### config.mk
export PLATFORM = sky130hd
export DESIGN_NAME = bidir_fifo_busy_ctrl
export DESIGN_NICKNAME = d
export VERILOG_FILES = /design/src/verilog/fifo_busy_pkg.sv /design/src/verilog/fifo_if.sv /design/src/verilog/fifo_ring.sv /design/src/verilog/bidir_fifo_busy_ctrl.sv
export SDC_FILE = /design/constraint.sdc
export NUM_CORES = 1
export LEC_CHECK = 0
export BUFFER_PORTS_ARGS = -buffer_cell sky130_fd_sc_hd__buf_2
export CAP_MARGIN = 20
export CORE_MARGIN = 2
export CORE_UTILIZATION = 62
export DETAILED_ROUTE_END_ITERATION = 10
export PLACE_DENSITY = 0.95
export SLEW_MARGIN = 0
export SYNTH_ARGS = -nofsm -noshare
export SYNTH_HDL_FRONTEND = slang
export SYNTH_SLANG_ARGS = --single-unit
### constraint.sdc
create_clock -name core_clk -period 10 [get_ports core_clk]
set_input_delay 0.5 -clock core_clk [delete_from_list [all_inputs] [get_ports core_clk]]
set_output_delay 0.5 -clock core_clk [all_outputs]
set_load 0.1 [all_outputs]
### src/verilog/fifo_busy_pkg.sv
// Constants and types shared by the bidirectional FIFO and busy control
`default_nettype none
package fifo_busy_pkg;
  localparam int FIFO_DEPTH = 8;
  localparam int WORD_W = 16;
  localparam int DATA_W = 12;
  localparam int TAG_W = 4;
  localparam int XFER_CNT_W = 8;
  localparam int FLAG_W = 12;
  // Flag word bit positions
  localparam int FLAG_OVER_BIT = 8;
  localparam int FLAG_EMPTY_BIT = 9;
  // Channel tags with special meaning
  localparam logic [TAG_W-1:0] TAG_ERR = 4'he;
  localparam logic [TAG_W-1:0] TAG_EMPTY = 4'hf;
  // Conversion clock select codes
  localparam logic [1:0] CKSEL_INT = 2'h0;
  localparam logic [1:0] CKSEL_EXT = 2'h1;
  localparam logic [1:0] CKSEL_SINGLE = 2'h3;
  // Reset values
  localparam logic ALARM_RST = 1'b1;
  typedef enum logic [2:0] {
    MODE_MONITOR = 3'b001,
    MODE_STREAM = 3'b010,
    MODE_MESSAGE = 3'b100
  } mode_e;
endpackage
`default_nettype wire

### src/verilog/fifo_if.sv
// Signals between the FIFO controller and its storage ring
`timescale 1ns/100ps
`default_nettype none
interface fifo_if #(parameter int W = 16, parameter int D = 8);
  logic push;
  logic pop;
  logic clear;
  logic [W-1:0] wrData;
  logic [W-1:0] rdData;
  logic full;
  logic empty;
  logic [$clog2(D):0] count;
  modport ctrl (output push, pop, clear, wrData, input rdData, full, empty, count);
  modport store (input push, pop, clear, wrData, output rdData, full, empty, count);
endinterface
`default_nettype wire

### src/verilog/fifo_ring.sv
// Circular buffer with read and write pointers and an occupancy count
`timescale 1ns/100ps
`default_nettype none
module fifo_ring #(
  parameter int W = 16,
  parameter int D = 8
) (
  // Clock, reset, enable
  input wire logic core_clk,
  input wire logic rst,
  input wire logic ce,
  // Controller side
  fifo_if.store f
);
  localparam int PW = $clog2(D);
  localparam int CW = PW + 1;

  logic [W-1:0] mem [D];
  logic [PW-1:0] rdPtr_reg;
  logic [PW-1:0] wrPtr_reg;
  logic [CW-1:0] count_reg;
  logic doPop;
  logic doPush;

  // A push into a full ring only lands when a pop frees the slot together
  assign doPop = f.pop && (count_reg != '0);
  assign doPush = f.push && ((count_reg != CW'(D)) || doPop);

  always_ff @(posedge core_clk) begin
    if (rst) begin
      rdPtr_reg <= '0;
      wrPtr_reg <= '0;
      count_reg <= '0;
    end else if (ce) begin
      if (f.clear) begin
        rdPtr_reg <= '0;
        wrPtr_reg <= '0;
        count_reg <= '0;
      end else begin
        if (doPop) begin
          rdPtr_reg <= (rdPtr_reg == PW'(D - 1)) ? '0 : rdPtr_reg + 1'b1;
        end
        if (doPush) begin
          wrPtr_reg <= (wrPtr_reg == PW'(D - 1)) ? '0 : wrPtr_reg + 1'b1;
        end
        if (doPush && !doPop) begin
          count_reg <= count_reg + 1'b1;
        end else if (doPop && !doPush) begin
          count_reg <= count_reg - 1'b1;
        end
      end
    end
  end

  always_ff @(posedge core_clk) begin
    if (ce && !f.clear && doPush) begin
      mem[wrPtr_reg] <= f.wrData;
    end
  end

  assign f.rdData = mem[rdPtr_reg];
  assign f.count = count_reg;
  assign f.full = (count_reg == CW'(D));
  assign f.empty = (count_reg == '0);
endmodule // fifo_ring
`default_nettype wire

### src/verilog/bidir_fifo_busy_ctrl.sv
// Bidirectional FIFO with monitor, EEPROM streaming and message modes, and busy output
// Functional notes
// [RULE1] One shared FIFO, eight 16-bit words.
// [RULE2] Monitor enabled: push 12-bit result plus channel tag.
// [RULE3] Monitor push when full: drop oldest, set overflow.
// [RULE4] Read colliding overflow push gets error tag.
// [RULE5] Monitor empty read returns empty tag plus flags.
// [RULE6] Entering streaming write clears the FIFO.
// [RULE7] Host stops watchdog oscillator during streaming.
// [RULE8] Streaming pops words to EEPROM, stalls when empty.
// [RULE9] Streaming full sets overflow, ignores host writes.
// [RULE10] Host writes at most one word per 60us.
// [RULE11] Status on alarm: streaming full drives alarm low.
// [RULE12] Status on alarm: message empty drives alarm low.
// [RULE13] Message start clears FIFO, runs until all read.
// [RULE14] Message copy pauses while FIFO full.
// [RULE15] Message underflow read returns empty tag word.
// [RULE16] Host reads at most one word per 50us.
// [RULE17] Empty flag reports empty FIFO for polling.
// [RULE18] Busy during conversions, init, calc, EEPROM, calibration.
// [RULE19] Multi-conversion modes: busy until scan done.
// [RULE20] Continuous mode no busy; clearing it busies.
// [RULE21] Single-conversion mode: busy until conversion done.
// [RULE22] Host waits for busy low between conversions.
// [RULE23] Ring buffer with pointers and occupancy count.
`timescale 1ns/100ps
`default_nettype none
module bidir_fifo_busy_ctrl import fifo_busy_pkg::*; #(
  parameter int DEPTH = FIFO_DEPTH,
  parameter int CNT_W = XFER_CNT_W
) (
  // Clock, reset, enable
  input wire logic core_clk,
  input wire logic rst,
  input wire logic ce,
  // Serial link pins
  input wire logic linkClk,
  input wire logic hostRdReq,
  input wire logic hostWrReq,
  input wire logic [WORD_W-1:0] hostWrData,
  output logic [WORD_W-1:0] hostRdData,
  output logic hostRdValid,
  // Configuration and commands
  input wire logic adcMonitorEnable,
  input wire logic fifoStatusOnAlarm,
  input wire logic continuousConvert,
  input wire logic [1:0] conversionClockSelect,
  input wire logic streamStart,
  input wire logic [CNT_W-1:0] streamCount,
  input wire logic messageStart,
  input wire logic [CNT_W-1:0] messageCount,
  input wire logic flagRead,
  input wire logic [FLAG_W-1:0] flagRegIn,
  // Converter side
  input wire logic convStart,
  input wire logic adcResultValid,
  input wire logic [DATA_W-1:0] adcResult,
  input wire logic [TAG_W-1:0] adcChannel,
  input wire logic adcScanActive,
  input wire logic adcConvDone,
  input wire logic adcScanDone,
  output logic gateSampleValid,
  output logic [DATA_W-1:0] gateSample,
  // Other busy sources
  input wire logic powerUpInit,
  input wire logic gateCalcActive,
  input wire logic pgaCalActive,
  // EEPROM side
  output logic eepromWrValid,
  output logic [WORD_W-1:0] eepromWrData,
  input wire logic eepromWrReady,
  output logic eepromRdReq,
  input wire logic eepromRdValid,
  input wire logic [WORD_W-1:0] eepromRdData,
  // Alarm input and status outputs
  input wire logic alarmIn,
  output logic alarmOut,
  output logic overflowFlag,
  output logic emptyFlag,
  output logic busy
);
  localparam int SYNC_W = WORD_W + 3;

  fifo_if #(.W(WORD_W), .D(DEPTH)) f ();

  fifo_ring #(.W(WORD_W), .D(DEPTH)) ring (
    .core_clk(core_clk),
    .rst(rst),
    .ce(ce),
    .f(f)
  );

  // ---------------------------------------------------------------
  // Link pin synchroniser
  // ---------------------------------------------------------------
  // Data is captured with the clock pin, so the host must set it up a
  // core clock ahead; the 32 ns half link period leaves ample margin.
  logic [SYNC_W-1:0] pinS1_reg;
  logic [SYNC_W-1:0] pinS2_reg;
  logic linkPrev_reg;
  logic linkRise;
  logic rdEv;
  logic wrEv;
  logic [WORD_W-1:0] wrWord;

  always_ff @(posedge core_clk) begin
    if (rst) begin
      pinS1_reg <= '0;
      pinS2_reg <= '0;
    end else if (ce) begin
      pinS1_reg <= {linkClk, hostRdReq, hostWrReq, hostWrData};
      pinS2_reg <= pinS1_reg;
    end
  end

  always_ff @(posedge core_clk) begin
    if (rst) begin
      linkPrev_reg <= 1'b0;
    end else if (ce) begin
      linkPrev_reg <= pinS2_reg[SYNC_W-1];
    end
  end

  assign linkRise = pinS2_reg[SYNC_W-1] && !linkPrev_reg;
  assign rdEv = linkRise && pinS2_reg[SYNC_W-2];
  assign wrEv = linkRise && pinS2_reg[SYNC_W-3];
  assign wrWord = pinS2_reg[WORD_W-1:0];

  // ---------------------------------------------------------------
  // FIFO traffic
  // ---------------------------------------------------------------
  mode_e mode_reg;
  logic isMon;
  logic isStr;
  logic isMsg;
  logic monPush;
  logic strPush;
  logic msgPush;
  logic hostPop;
  logic collide;
  logic dropOld;
  logic wrPop;
  logic rdPend_reg;
  logic [CNT_W-1:0] wrRemain_reg;
  logic [CNT_W-1:0] cpRemain_reg;
  logic [CNT_W-1:0] rdRemain_reg;
  logic [FLAG_W-1:0] flagWord;

  assign isMon = (mode_reg == MODE_MONITOR);
  assign isStr = (mode_reg == MODE_STREAM);
  assign isMsg = (mode_reg == MODE_MESSAGE);

  assign monPush = isMon && adcMonitorEnable && adcResultValid; // [RULE2]
  assign hostPop = rdEv && (isMon || isMsg) && !f.empty;
  assign collide = monPush && f.full && rdEv; // [RULE4]
  // Full ring: the oldest word makes room unless a read takes it already
  assign dropOld = monPush && f.full && !hostPop; // [RULE3]
  // Full ring in streaming: the host word is simply not pushed
  assign strPush = isStr && wrEv && !f.full; // [RULE9]
  assign wrPop = isStr && !eepromWrValid && !f.empty && (wrRemain_reg != '0); // [RULE8]
  assign msgPush = isMsg && rdPend_reg && eepromRdValid;
  assign eepromRdReq = isMsg && (cpRemain_reg != '0) && !f.full && !rdPend_reg; // [RULE14]

  assign f.push = monPush || strPush || msgPush;
  assign f.pop = hostPop || dropOld || wrPop;
  assign f.clear = streamStart || messageStart; // [RULE6] [RULE13]
  assign f.wrData = isMon ? {adcChannel, adcResult} : (isStr ? wrWord : eepromRdData);
  assign emptyFlag = f.empty; // [RULE17]

  always_comb begin
    flagWord = flagRegIn;
    flagWord[FLAG_OVER_BIT] = overflowFlag;
    flagWord[FLAG_EMPTY_BIT] = f.empty;
  end

  // ---------------------------------------------------------------
  // Mode sequencing
  // ---------------------------------------------------------------
  always_ff @(posedge core_clk) begin
    if (rst) begin
      mode_reg <= MODE_MONITOR;
    end else if (ce) begin
      if (streamStart) begin
        mode_reg <= MODE_STREAM;
      end else if (messageStart) begin
        mode_reg <= MODE_MESSAGE; // [RULE13]
      end else begin
        case (mode_reg)
          MODE_STREAM: begin
            if ((wrRemain_reg == '0) && !eepromWrValid) begin
              mode_reg <= MODE_MONITOR;
            end
          end
          MODE_MESSAGE: begin
            if ((cpRemain_reg == '0) && (rdRemain_reg == '0)) begin
              mode_reg <= MODE_MONITOR; // [RULE13]
            end
          end
          default: begin
            mode_reg <= MODE_MONITOR;
          end
        endcase
      end
    end
  end

  // Streaming write to the EEPROM, one word in flight at a time
  always_ff @(posedge core_clk) begin
    if (rst) begin
      wrRemain_reg <= '0;
      eepromWrValid <= 1'b0;
      eepromWrData <= '0;
    end else if (ce) begin
      if (streamStart || messageStart) begin
        wrRemain_reg <= streamStart ? streamCount : '0;
        eepromWrValid <= 1'b0;
      end else if (wrPop) begin
        eepromWrValid <= 1'b1; // [RULE8]
        eepromWrData <= f.rdData;
      end else if (eepromWrValid && eepromWrReady) begin
        eepromWrValid <= 1'b0;
        wrRemain_reg <= wrRemain_reg - 1'b1;
      end
    end
  end

  // Message copy and read-out counters
  always_ff @(posedge core_clk) begin
    if (rst) begin
      cpRemain_reg <= '0;
      rdRemain_reg <= '0;
      rdPend_reg <= 1'b0;
    end else if (ce) begin
      if (streamStart || messageStart) begin
        cpRemain_reg <= messageStart ? messageCount : '0;
        rdRemain_reg <= messageStart ? messageCount : '0;
        rdPend_reg <= 1'b0;
      end else begin
        if (eepromRdReq) begin
          rdPend_reg <= 1'b1;
        end else if (msgPush) begin
          rdPend_reg <= 1'b0;
          cpRemain_reg <= cpRemain_reg - 1'b1;
        end
        if (hostPop && isMsg && (rdRemain_reg != '0)) begin
          rdRemain_reg <= rdRemain_reg - 1'b1;
        end
      end
    end
  end

  // ---------------------------------------------------------------
  // Host read answer
  // ---------------------------------------------------------------
  // An empty read carries no payload, so it returns the flag word instead;
  // in message mode this cannot be told from EEPROM data.
  always_ff @(posedge core_clk) begin
    if (rst) begin
      hostRdValid <= 1'b0;
      hostRdData <= '0;
    end else if (ce) begin
      hostRdValid <= rdEv && (isMon || isMsg);
      if (rdEv && (isMon || isMsg)) begin
        if (f.empty) begin
          hostRdData <= {TAG_EMPTY, flagWord}; // [RULE5] [RULE15]
        end else if (collide) begin
          hostRdData <= {TAG_ERR, f.rdData[DATA_W-1:0]}; // [RULE4]
        end else begin
          hostRdData <= f.rdData;
        end
      end
    end
  end

  // The gate calculation takes every sample straight from the converter
  always_ff @(posedge core_clk) begin
    if (rst) begin
      gateSampleValid <= 1'b0;
      gateSample <= '0;
    end else if (ce) begin
      gateSampleValid <= adcResultValid; // [RULE4]
      if (adcResultValid) begin
        gateSample <= adcResult;
      end
    end
  end

  // ---------------------------------------------------------------
  // Overflow flag and alarm pin
  // ---------------------------------------------------------------
  // Set wins over a same-cycle flag read so no overflow is lost
  always_ff @(posedge core_clk) begin
    if (rst) begin
      overflowFlag <= 1'b0;
    end else if (ce) begin
      if ((monPush && f.full) || (isStr && f.full)) begin
        overflowFlag <= 1'b1; // [RULE3] [RULE9]
      end else if (flagRead) begin
        overflowFlag <= 1'b0;
      end
    end
  end

  always_ff @(posedge core_clk) begin
    if (rst) begin
      alarmOut <= ALARM_RST;
    end else if (ce) begin
      if (fifoStatusOnAlarm && isStr) begin
        alarmOut <= !f.full; // [RULE11]
      end else if (fifoStatusOnAlarm && isMsg) begin
        alarmOut <= !f.empty; // [RULE12]
      end else begin
        alarmOut <= alarmIn;
      end
    end
  end

  // ---------------------------------------------------------------
  // Busy output
  // ---------------------------------------------------------------
  logic convBusy_reg;
  logic contPrev_reg;
  logic convSet;
  logic convClr;

  // Dropping continuous mode mid-scan must hold busy until the scan halts
  assign convSet = (convStart && !continuousConvert) ||
                   (contPrev_reg && !continuousConvert && adcScanActive); // [RULE20]
  assign convClr = (conversionClockSelect == CKSEL_SINGLE) ? adcConvDone : adcScanDone;

  always_ff @(posedge core_clk) begin
    if (rst) begin
      contPrev_reg <= 1'b0;
    end else if (ce) begin
      contPrev_reg <= continuousConvert;
    end
  end

  always_ff @(posedge core_clk) begin
    if (rst) begin
      convBusy_reg <= 1'b0;
    end else if (ce) begin
      if (convSet) begin
        convBusy_reg <= 1'b1;
      end else if (convClr) begin
        convBusy_reg <= 1'b0; // [RULE19] [RULE21]
      end
    end
  end

  always_ff @(posedge core_clk) begin
    if (rst) begin
      busy <= 1'b0;
    end else if (ce) begin
      busy <= convBusy_reg || powerUpInit || gateCalcActive || pgaCalActive ||
              !isMon; // [RULE18]
    end
  end
endmodule // bidir_fifo_busy_ctrl
`default_nettype wire

==> results of run 1 <==
## cells in the final DEF, fill, tap and decap left out, types with 4 or more instances in the layout
cell type  count
edfxtp_1     128
buf_4         16
clkinv_2       4
clkbuf_1       7
nor2b_1        4
o21ai_0       55
mux4_2        32
a21o_1         6
a211oi_1      34
or2_2          4
dfxtp_1      131
mux2i_1       74
a22o_1         4
a221oi_1       4
nor3_1        10
a21oi_1       61
a31oi_1        5
nand2_1       76
ha_1          10
a22oi_1        8
inv_1         17
nor4_1         5
nand3_1        4
nor2_1       126
buf_2        149
clkbuf_16     27
## per-stage QoR
step	std cells	power, W	area (µm²)	hold slack [ns]
finish	1309	0.00233	12800	0.209
global route	1308	0.00240	12800	0.224
floorplan	927	0.00132	10900	0.455
detailed placement	1255	0.00139	11900	0.450
CTS	1302	0.00233	12700	0.198
global placement	1255	0.00138	11900	0.439
## cells by family (layout without fill, tap and decap cells)
logic type      after synthesis  count (layout)
simple gates                270             270
flops                       260             260
compound gates              197             197
mux                         107             107
buf+inv                      80             236
fa+ha+maj                    11              11
xor+xnor                      2               2
other cells                   0               1
## routing by layer
layer  GRT usage [%]  routed length (µm)  vias up
li1                -                   -     3695
met1            35.8               10200     3893
met2            46.5               13000      440
met3            6.30                2240       82
met4            10.7                 929        0
met5               0                   0        -
## layout make-up
| cell class | instances | area [µm²] | share of cell area [%] |
|---|---|---|---|
| antenna | 1 | 2.50 | 0.0196 |
| sequential | 260 | 6490 | 50.7 |
| inverter | 19 | 73.8 | 0.577 |
| clock inverter | 10 | 97.6 | 0.763 |
| tap | 225 | 282 | 2.20 |
| timing repair buffer | 170 | 931 | 7.28 |
| multi-input combinational | 587 | 4170 | 32.6 |
| clock buffer | 37 | 743 | 5.81 |
## report_power, final
part,switching (W),internal (W),leakage (nW)
Clock,0.000394,0.000566,0.410
Combinational,0.000141,0.0000660,2.25
Sequential,0.0000153,0.00115,2.23
Total,0.000550,0.00178,4.89
## critical path, delay by kind of cell, from the launching register on
family | cells | cell delay, ns
AND/OR/NAND/NOR | 6 | 2.49
buffers and inverters | 1 | 0.38
flip-flops | 1 | 0.45
## worst paths after layout
path | from | end | depth (start not counted)
setup reg to reg | mode_reg[0] | ring.mem[3][5] | 7
hold / removal | hostWrData[10] | pinS1_reg[10] | 3
setup / recovery | mode_reg[0] | ring.mem[3][5] | 7
hold reg to reg | hostRdValid | hostRdValid | 2
==> results.md, run 1 <==
- CTS Sinks: 260
- Tightest Pin Transition: 1.12 ns
- Final Hold Fails: 0
- Clk_lat worst skew: 0.53 ns
- Hold crit path type: in2reg
- Largest family of logic cells by synthesized area: multiplexers
- Post-synth ARST share: 0%
- Global-route wire length before repair: 40400 µm
- Mapped Cells: 927
- Flops & latches, synth: 260
- Drt total wl: 26400 µm
- Outcome: finished, final reports clean
- Synth area leader: edfxtp_1
- WP data required: 10.14 ns
- Critical path launch point type: flip-flop
- Setup TNS: 0 ns
- Adder-cell share of the synthesized area: 1.33%
- Share of cells above drive strength 1: 24.5%
- Most frequent CP cell: nor3b_4
- Cell Rows: 48
- Slowest CP cell: nor3b_4
- Compound-gate portion of the synthesized area: 11.2%
- Crit path cell chain: nor3b_4 -> buf_4 -> and3_1 -> or3_1 -> nand4_2 -> or2_1 -> nor3b_4
- Fin nets: 1176
- Post-Synth XOR/XNOR Area: 0.160%
- Post-Syn Nets: 1039
- Kind of critical path: reg2reg
- Post-detail-place hpwl: 17000 µm
- Most frequent cell after synthesis: dfxtp_1
- Internal reg-to-reg setup slack: 6.28 ns
- # DRC: 0
- GRT Total Usage: 27.9%
- Fin crit period: 3.72 ns
- DRT Pass-1 Iters: 5
- Post-synthesis mux area share: 13.5%
- Final core occ: 74.2%
- Final setup viols: 0
- Post_cts resized: 0
- Max frequency: 0.269 GHz
- Placeable Area: 0.0172 mm²
- Syn Area/Cell: 11.8 µm²
- Initial Util: 63.3%
- Global route total overflow: 0
- GP Congestion: 0.853
- CTS H-tree depth: 1
- Max-cap violation count: 0
- Seq/Total Area, Yosys: 59.4%
- Clock Pin Slew Worst Setup and Hold Paths: 0.06 ns
- Vias: 8110
- P_leak: 4.89 nW
- Synth top area cells: edfxtp_1, dfxtp_1, mux2i_1
- Crit. End Element: flip-flop
- DIE AREA: 0.0187 mm²
- Worst IR Drop VDD: 0.148 mV
- Max FFs per register: 128
- Place WS: 6.30 ns
- Clock Skew: 0.0117 ns
- Post-CTS Repair Setup Buffers: 0
- PortBufs: 150
- Worst Slack Setup Final: 6.28 ns
- Unrepaired setup endpoints after global routing: false
- Via/cell ratio: 6.20
- Slew Viols, Final: 0
- EDFF count, synth: 128
- Crit path largest cell delay: 0.92 ns
- TritonCTS clock tree: yes
- Largest net degree at the start of global routing: 68
- Initial antenna violation count: 1
- Clk buf depth: 3
- Number of global-route vias before repair: 7827
- CTS buffer count: 26
- Detail Route Antenna Nets: 0
- Area delta synth->final: 17.1%
- PD cells: 182 mW/mm²
- Simple-gate share of the synthesized area: 11.4%
- Synth top area share: 35.2%
- Root buffer cell: clkbuf_16
- Ys Warns: 0
- Crit path DAT: 3.86 ns
- Die X: 137 µm
- DRT iter0 DRCs: 867
- Filler Cells Inserted: 1030
- Die Ht: 137 µm
- Main flop type after synthesis: dfxtp_1
- Worst Path Max Fanout: 35
- Cell variety after synth: 64
- Cts hold-fix bufs: 0
- Slew HR: 24.2%
- Fin crit share: 37.2%
- IO Count: 153
- Wire per inst: 20.2 µm
- Synthesized cell area: 0.0109 mm²
- Top post-synthesis cells by count: dfxtp_1, edfxtp_1, nor2_1, nand2_1, mux2i_1
No activity file was read; power rests on OpenSTA's default activity.
==> inputs of run 2 (changes only) <==
Settings changed: CORE_UTILIZATION 62 to 57, PLACE_DENSITY 0.95 to 0.9.
Clock period 10 ns to 3.7 ns, I/O delays scaled along.
==> run 2 against run 1 <==
Effect of this change: combinational power rose to 2.9 times the previous value; register-to-register slack worse by 5.9 ns; largest cell class unchanged; critical path depth is 3 higher; power rose to 2.9 times the previous value; via count rose by 0.92%; setup slack worse by 5.9 ns; clock skew up 0.011 ns; global-route usage decreased by 2.0 points; clock power grew to 3.1 times the previous value; largest power group unchanged.
==> results.md, run 2 (synthesis results as in run 1) <==
- Placed insts: 1276 (+1.7%)
- CTS buffer count: 27 (+3.8%)
- Vias: 8185 (+0.92%)
- Seq pwr share: 46.7% (-3.3 points)
- Number of global-route vias before repair: 7764 (-0.80%)
- Switching pwr: 0.00153 W (+180%)
- Final Hold Fails: 0 (unchanged)
- Die Ht: 142 µm (+4.2%)
- Clk_lat worst skew: 0.54 ns (about the same)
- Drt total wl: 26700 µm (+1.4%)
- Global route total overflow: 0 (unchanged)
- Met1 Usage GRT: 33.8% (-2.0 points)
- P_leak: 5.17 nW (+5.7%)
- Met2 usage: 45.0% (-1.4 points)
- Post-CTS Repair Setup Buffers: 0 (unchanged)
- DRT iter0 DRCs: 709 (-18%)
- Global-route wire length before repair: 41200 µm (+2.2%)
- # DRC: 0 (unchanged)
- Clock Pin Slew Worst Setup and Hold Paths: 0.06 ns (about the same)
- Initial Util: 58.2% (-5.2 points)
- Area delta synth->final: 22.3%
- CTS Sinks: 260 (unchanged)
- WP data required: 4.16 ns (-5.98 ns)
- Kind of critical path: reg2reg
- Die X: 142 µm (+4.2%)
- Via/cell ratio: 6.00 (-3.1%)
- Power share of the clock group: 44.5% (+3.3 points)
- Post-detail-place hpwl: 17000 µm (about the same)
- Clock Skew: 0.0223 ns (+0.0106 ns)
- Max FFs per register: 128 (unchanged)
- Comb power frac: 8.8% (about the same)
- Grt met3 use: 4.61% (-1.7 points)
- Slew Viols, Final: 0 (unchanged)
- Clk buf depth: 3 (unchanged)
- Tightest Pin Transition: 1.10 ns (-0.0287 ns)
- Fin crit share: 89.2% (+52 points)
- GP Congestion: 0.840 (-1.5%)
- Max frequency: 0.303 GHz (+13%)
- Most common cell after layout, fill and taps aside: buf_2
- Crit. End Element: flip-flop
- Hold crit path type: in2reg
- Final setup viols: 0 (unchanged)
- Antenna Cells: 0 (-1)
- Worst Path Max Fanout: 6 (-83%)
- Wire per inst: 19.6 µm (-2.7%)
- Cell Rows: 50 (+4.2%)
- PD cells: 504 mW/mm² (+180%)
- PortBufs: 150 (unchanged)
- Critical Path Start: wrRemain_reg[0]
- DIE AREA: 0.0203 mm² (+8.5%)
- Worst IR Drop VDD: 0.425 mV (+190%)
- Detail Route Antenna Nets: 0 (unchanged)
- GRT Max-Usage Layer: met2
- Commonest cells after routing, fill and taps aside: buf_2, dfxtp_1, edfxtp_1
- IO Count: 153 (unchanged)
- Setup TNS: 0 ns (unchanged)
- Non-Filler Instances: 1364 (+4.2%)
- Largest net degree at the start of global routing: 75 (+10%)
- Max-cap violation count: 0 (unchanged)
- Critical path launch point type: flip-flop
- Slew HR: 26.8% (+2.6 points)
- Placeable Area: 0.0188 mm² (+8.9%)
- Fin nets: 1222 (+3.9%)
- Net Sw Frac: 22.7% (-0.90 points)
- GRT Total Usage: 25.9% (-2.0 points)
- Share of cells above drive strength 1: 24.9% (+0.40 points)
- Initial antenna violation count: 0 (-1)
- Outcome: finished, final reports clean
- Root buffer cell: clkbuf_16
- Cell-internal power: 0.00521 W (+190%)
- Fin crit period: 3.30 ns (-0.424 ns)
- TritonCTS clock tree: yes
- Unrepaired setup endpoints after global routing: false
- Worst R2R Start: wrRemain_reg[0]
- DRT Pass-1 Iters: 5 (unchanged)
- Min-delay src: streamCount[1]
- Crit path DAT: 3.76 ns (-0.10 ns)
- CTS H-tree depth: 1 (unchanged)
==> run 2: changes by cell type in the layout (fill, tap and decap cells not counted), sizes merged <==
cell / previous run / this run
buf: 167 / 177
bufinv: 2 / 5
clkinv: 6 / 5
clkinvlp: 2 / 1
diode: 1 / 0
dlygate4sd3: 0 / 36
==> run 2: repair_timing <==
item / 4_1_cts / 5_1_grt
resized for setup: 0 / 0
hold endpoints to repair: 37 / 0
hold buffers: 36 / 0
setup endpoints to repair: 0 / 0
==> run 2: worst paths after layout <==
path / end / slack, ns / depth (start not counted)
worst max-delay path: ring.f.count[1] / 0.40 / 10
worst min-delay path: wrRemain_reg[1] / 0.02 / 3
worst max register to register: ring.f.count[1] / 0.40 / 10
worst min register to register: gateSample[4] / 0.47 / 2
==> run 2: critical path, cell delays in order (launching register included) <==
cell and delay [ns]:
dfxtp_1 0.34, inv_1 0.10, ha_1 0.22, nor4b_4 0.40, a2111oi_2 0.17, a221oi_1 0.46
nand3_1 0.29, inv_2 0.17, fa_1 0.42, or4_1 0.52, a21oi_1 0.14
==> run 2: power groups by stage <==
stage,clock [W],combinational (W),sequential (W)
floorplan,0,0.000315,0.00326
global placement,0,0.000523,0.00320
detailed placement,0,0.000538,0.00321
CTS,0.00303,0.000574,0.00315
global route,0.00314,0.000638,0.00315
finish,0.00300,0.000592,0.00315
==> run 2: cell type report <==
class,instances,area (µm²)
clock buffers,38,822
clock inverters,11,185
fillers,1179,5410
inverters,19,73.8
multi-input cells,587,4160
flip-flops and latches,260,6490
well taps,234,293
repair buffers,215,1330
==> run 2: routing by layer <==
metal  share of wire [%]  up-vias
li1                    -     3787
met4                 2.5        0
met5                   0        -
met2                  50      390
met3                 8.5       53
met1                  39     3955
==> run 2: per-stage QoR <==
stage	worst slack [ns]	total power [W]	utilization [%]	instance area, µm²	hold WS, ns
final	0.399	0.00674	71.2	13400	0.0177
after global routing	0.213	0.00693	71.2	13400	0.0289
after CTS	0.447	0.00675	71.0	13300	0.00891
after detailed placement	0.500	0.00375	63.7	12000	0.430
after global placement	0.614	0.00373	63.7	12000	0.417
after floorplan	0.00596	0.00357	-	10900	0.321
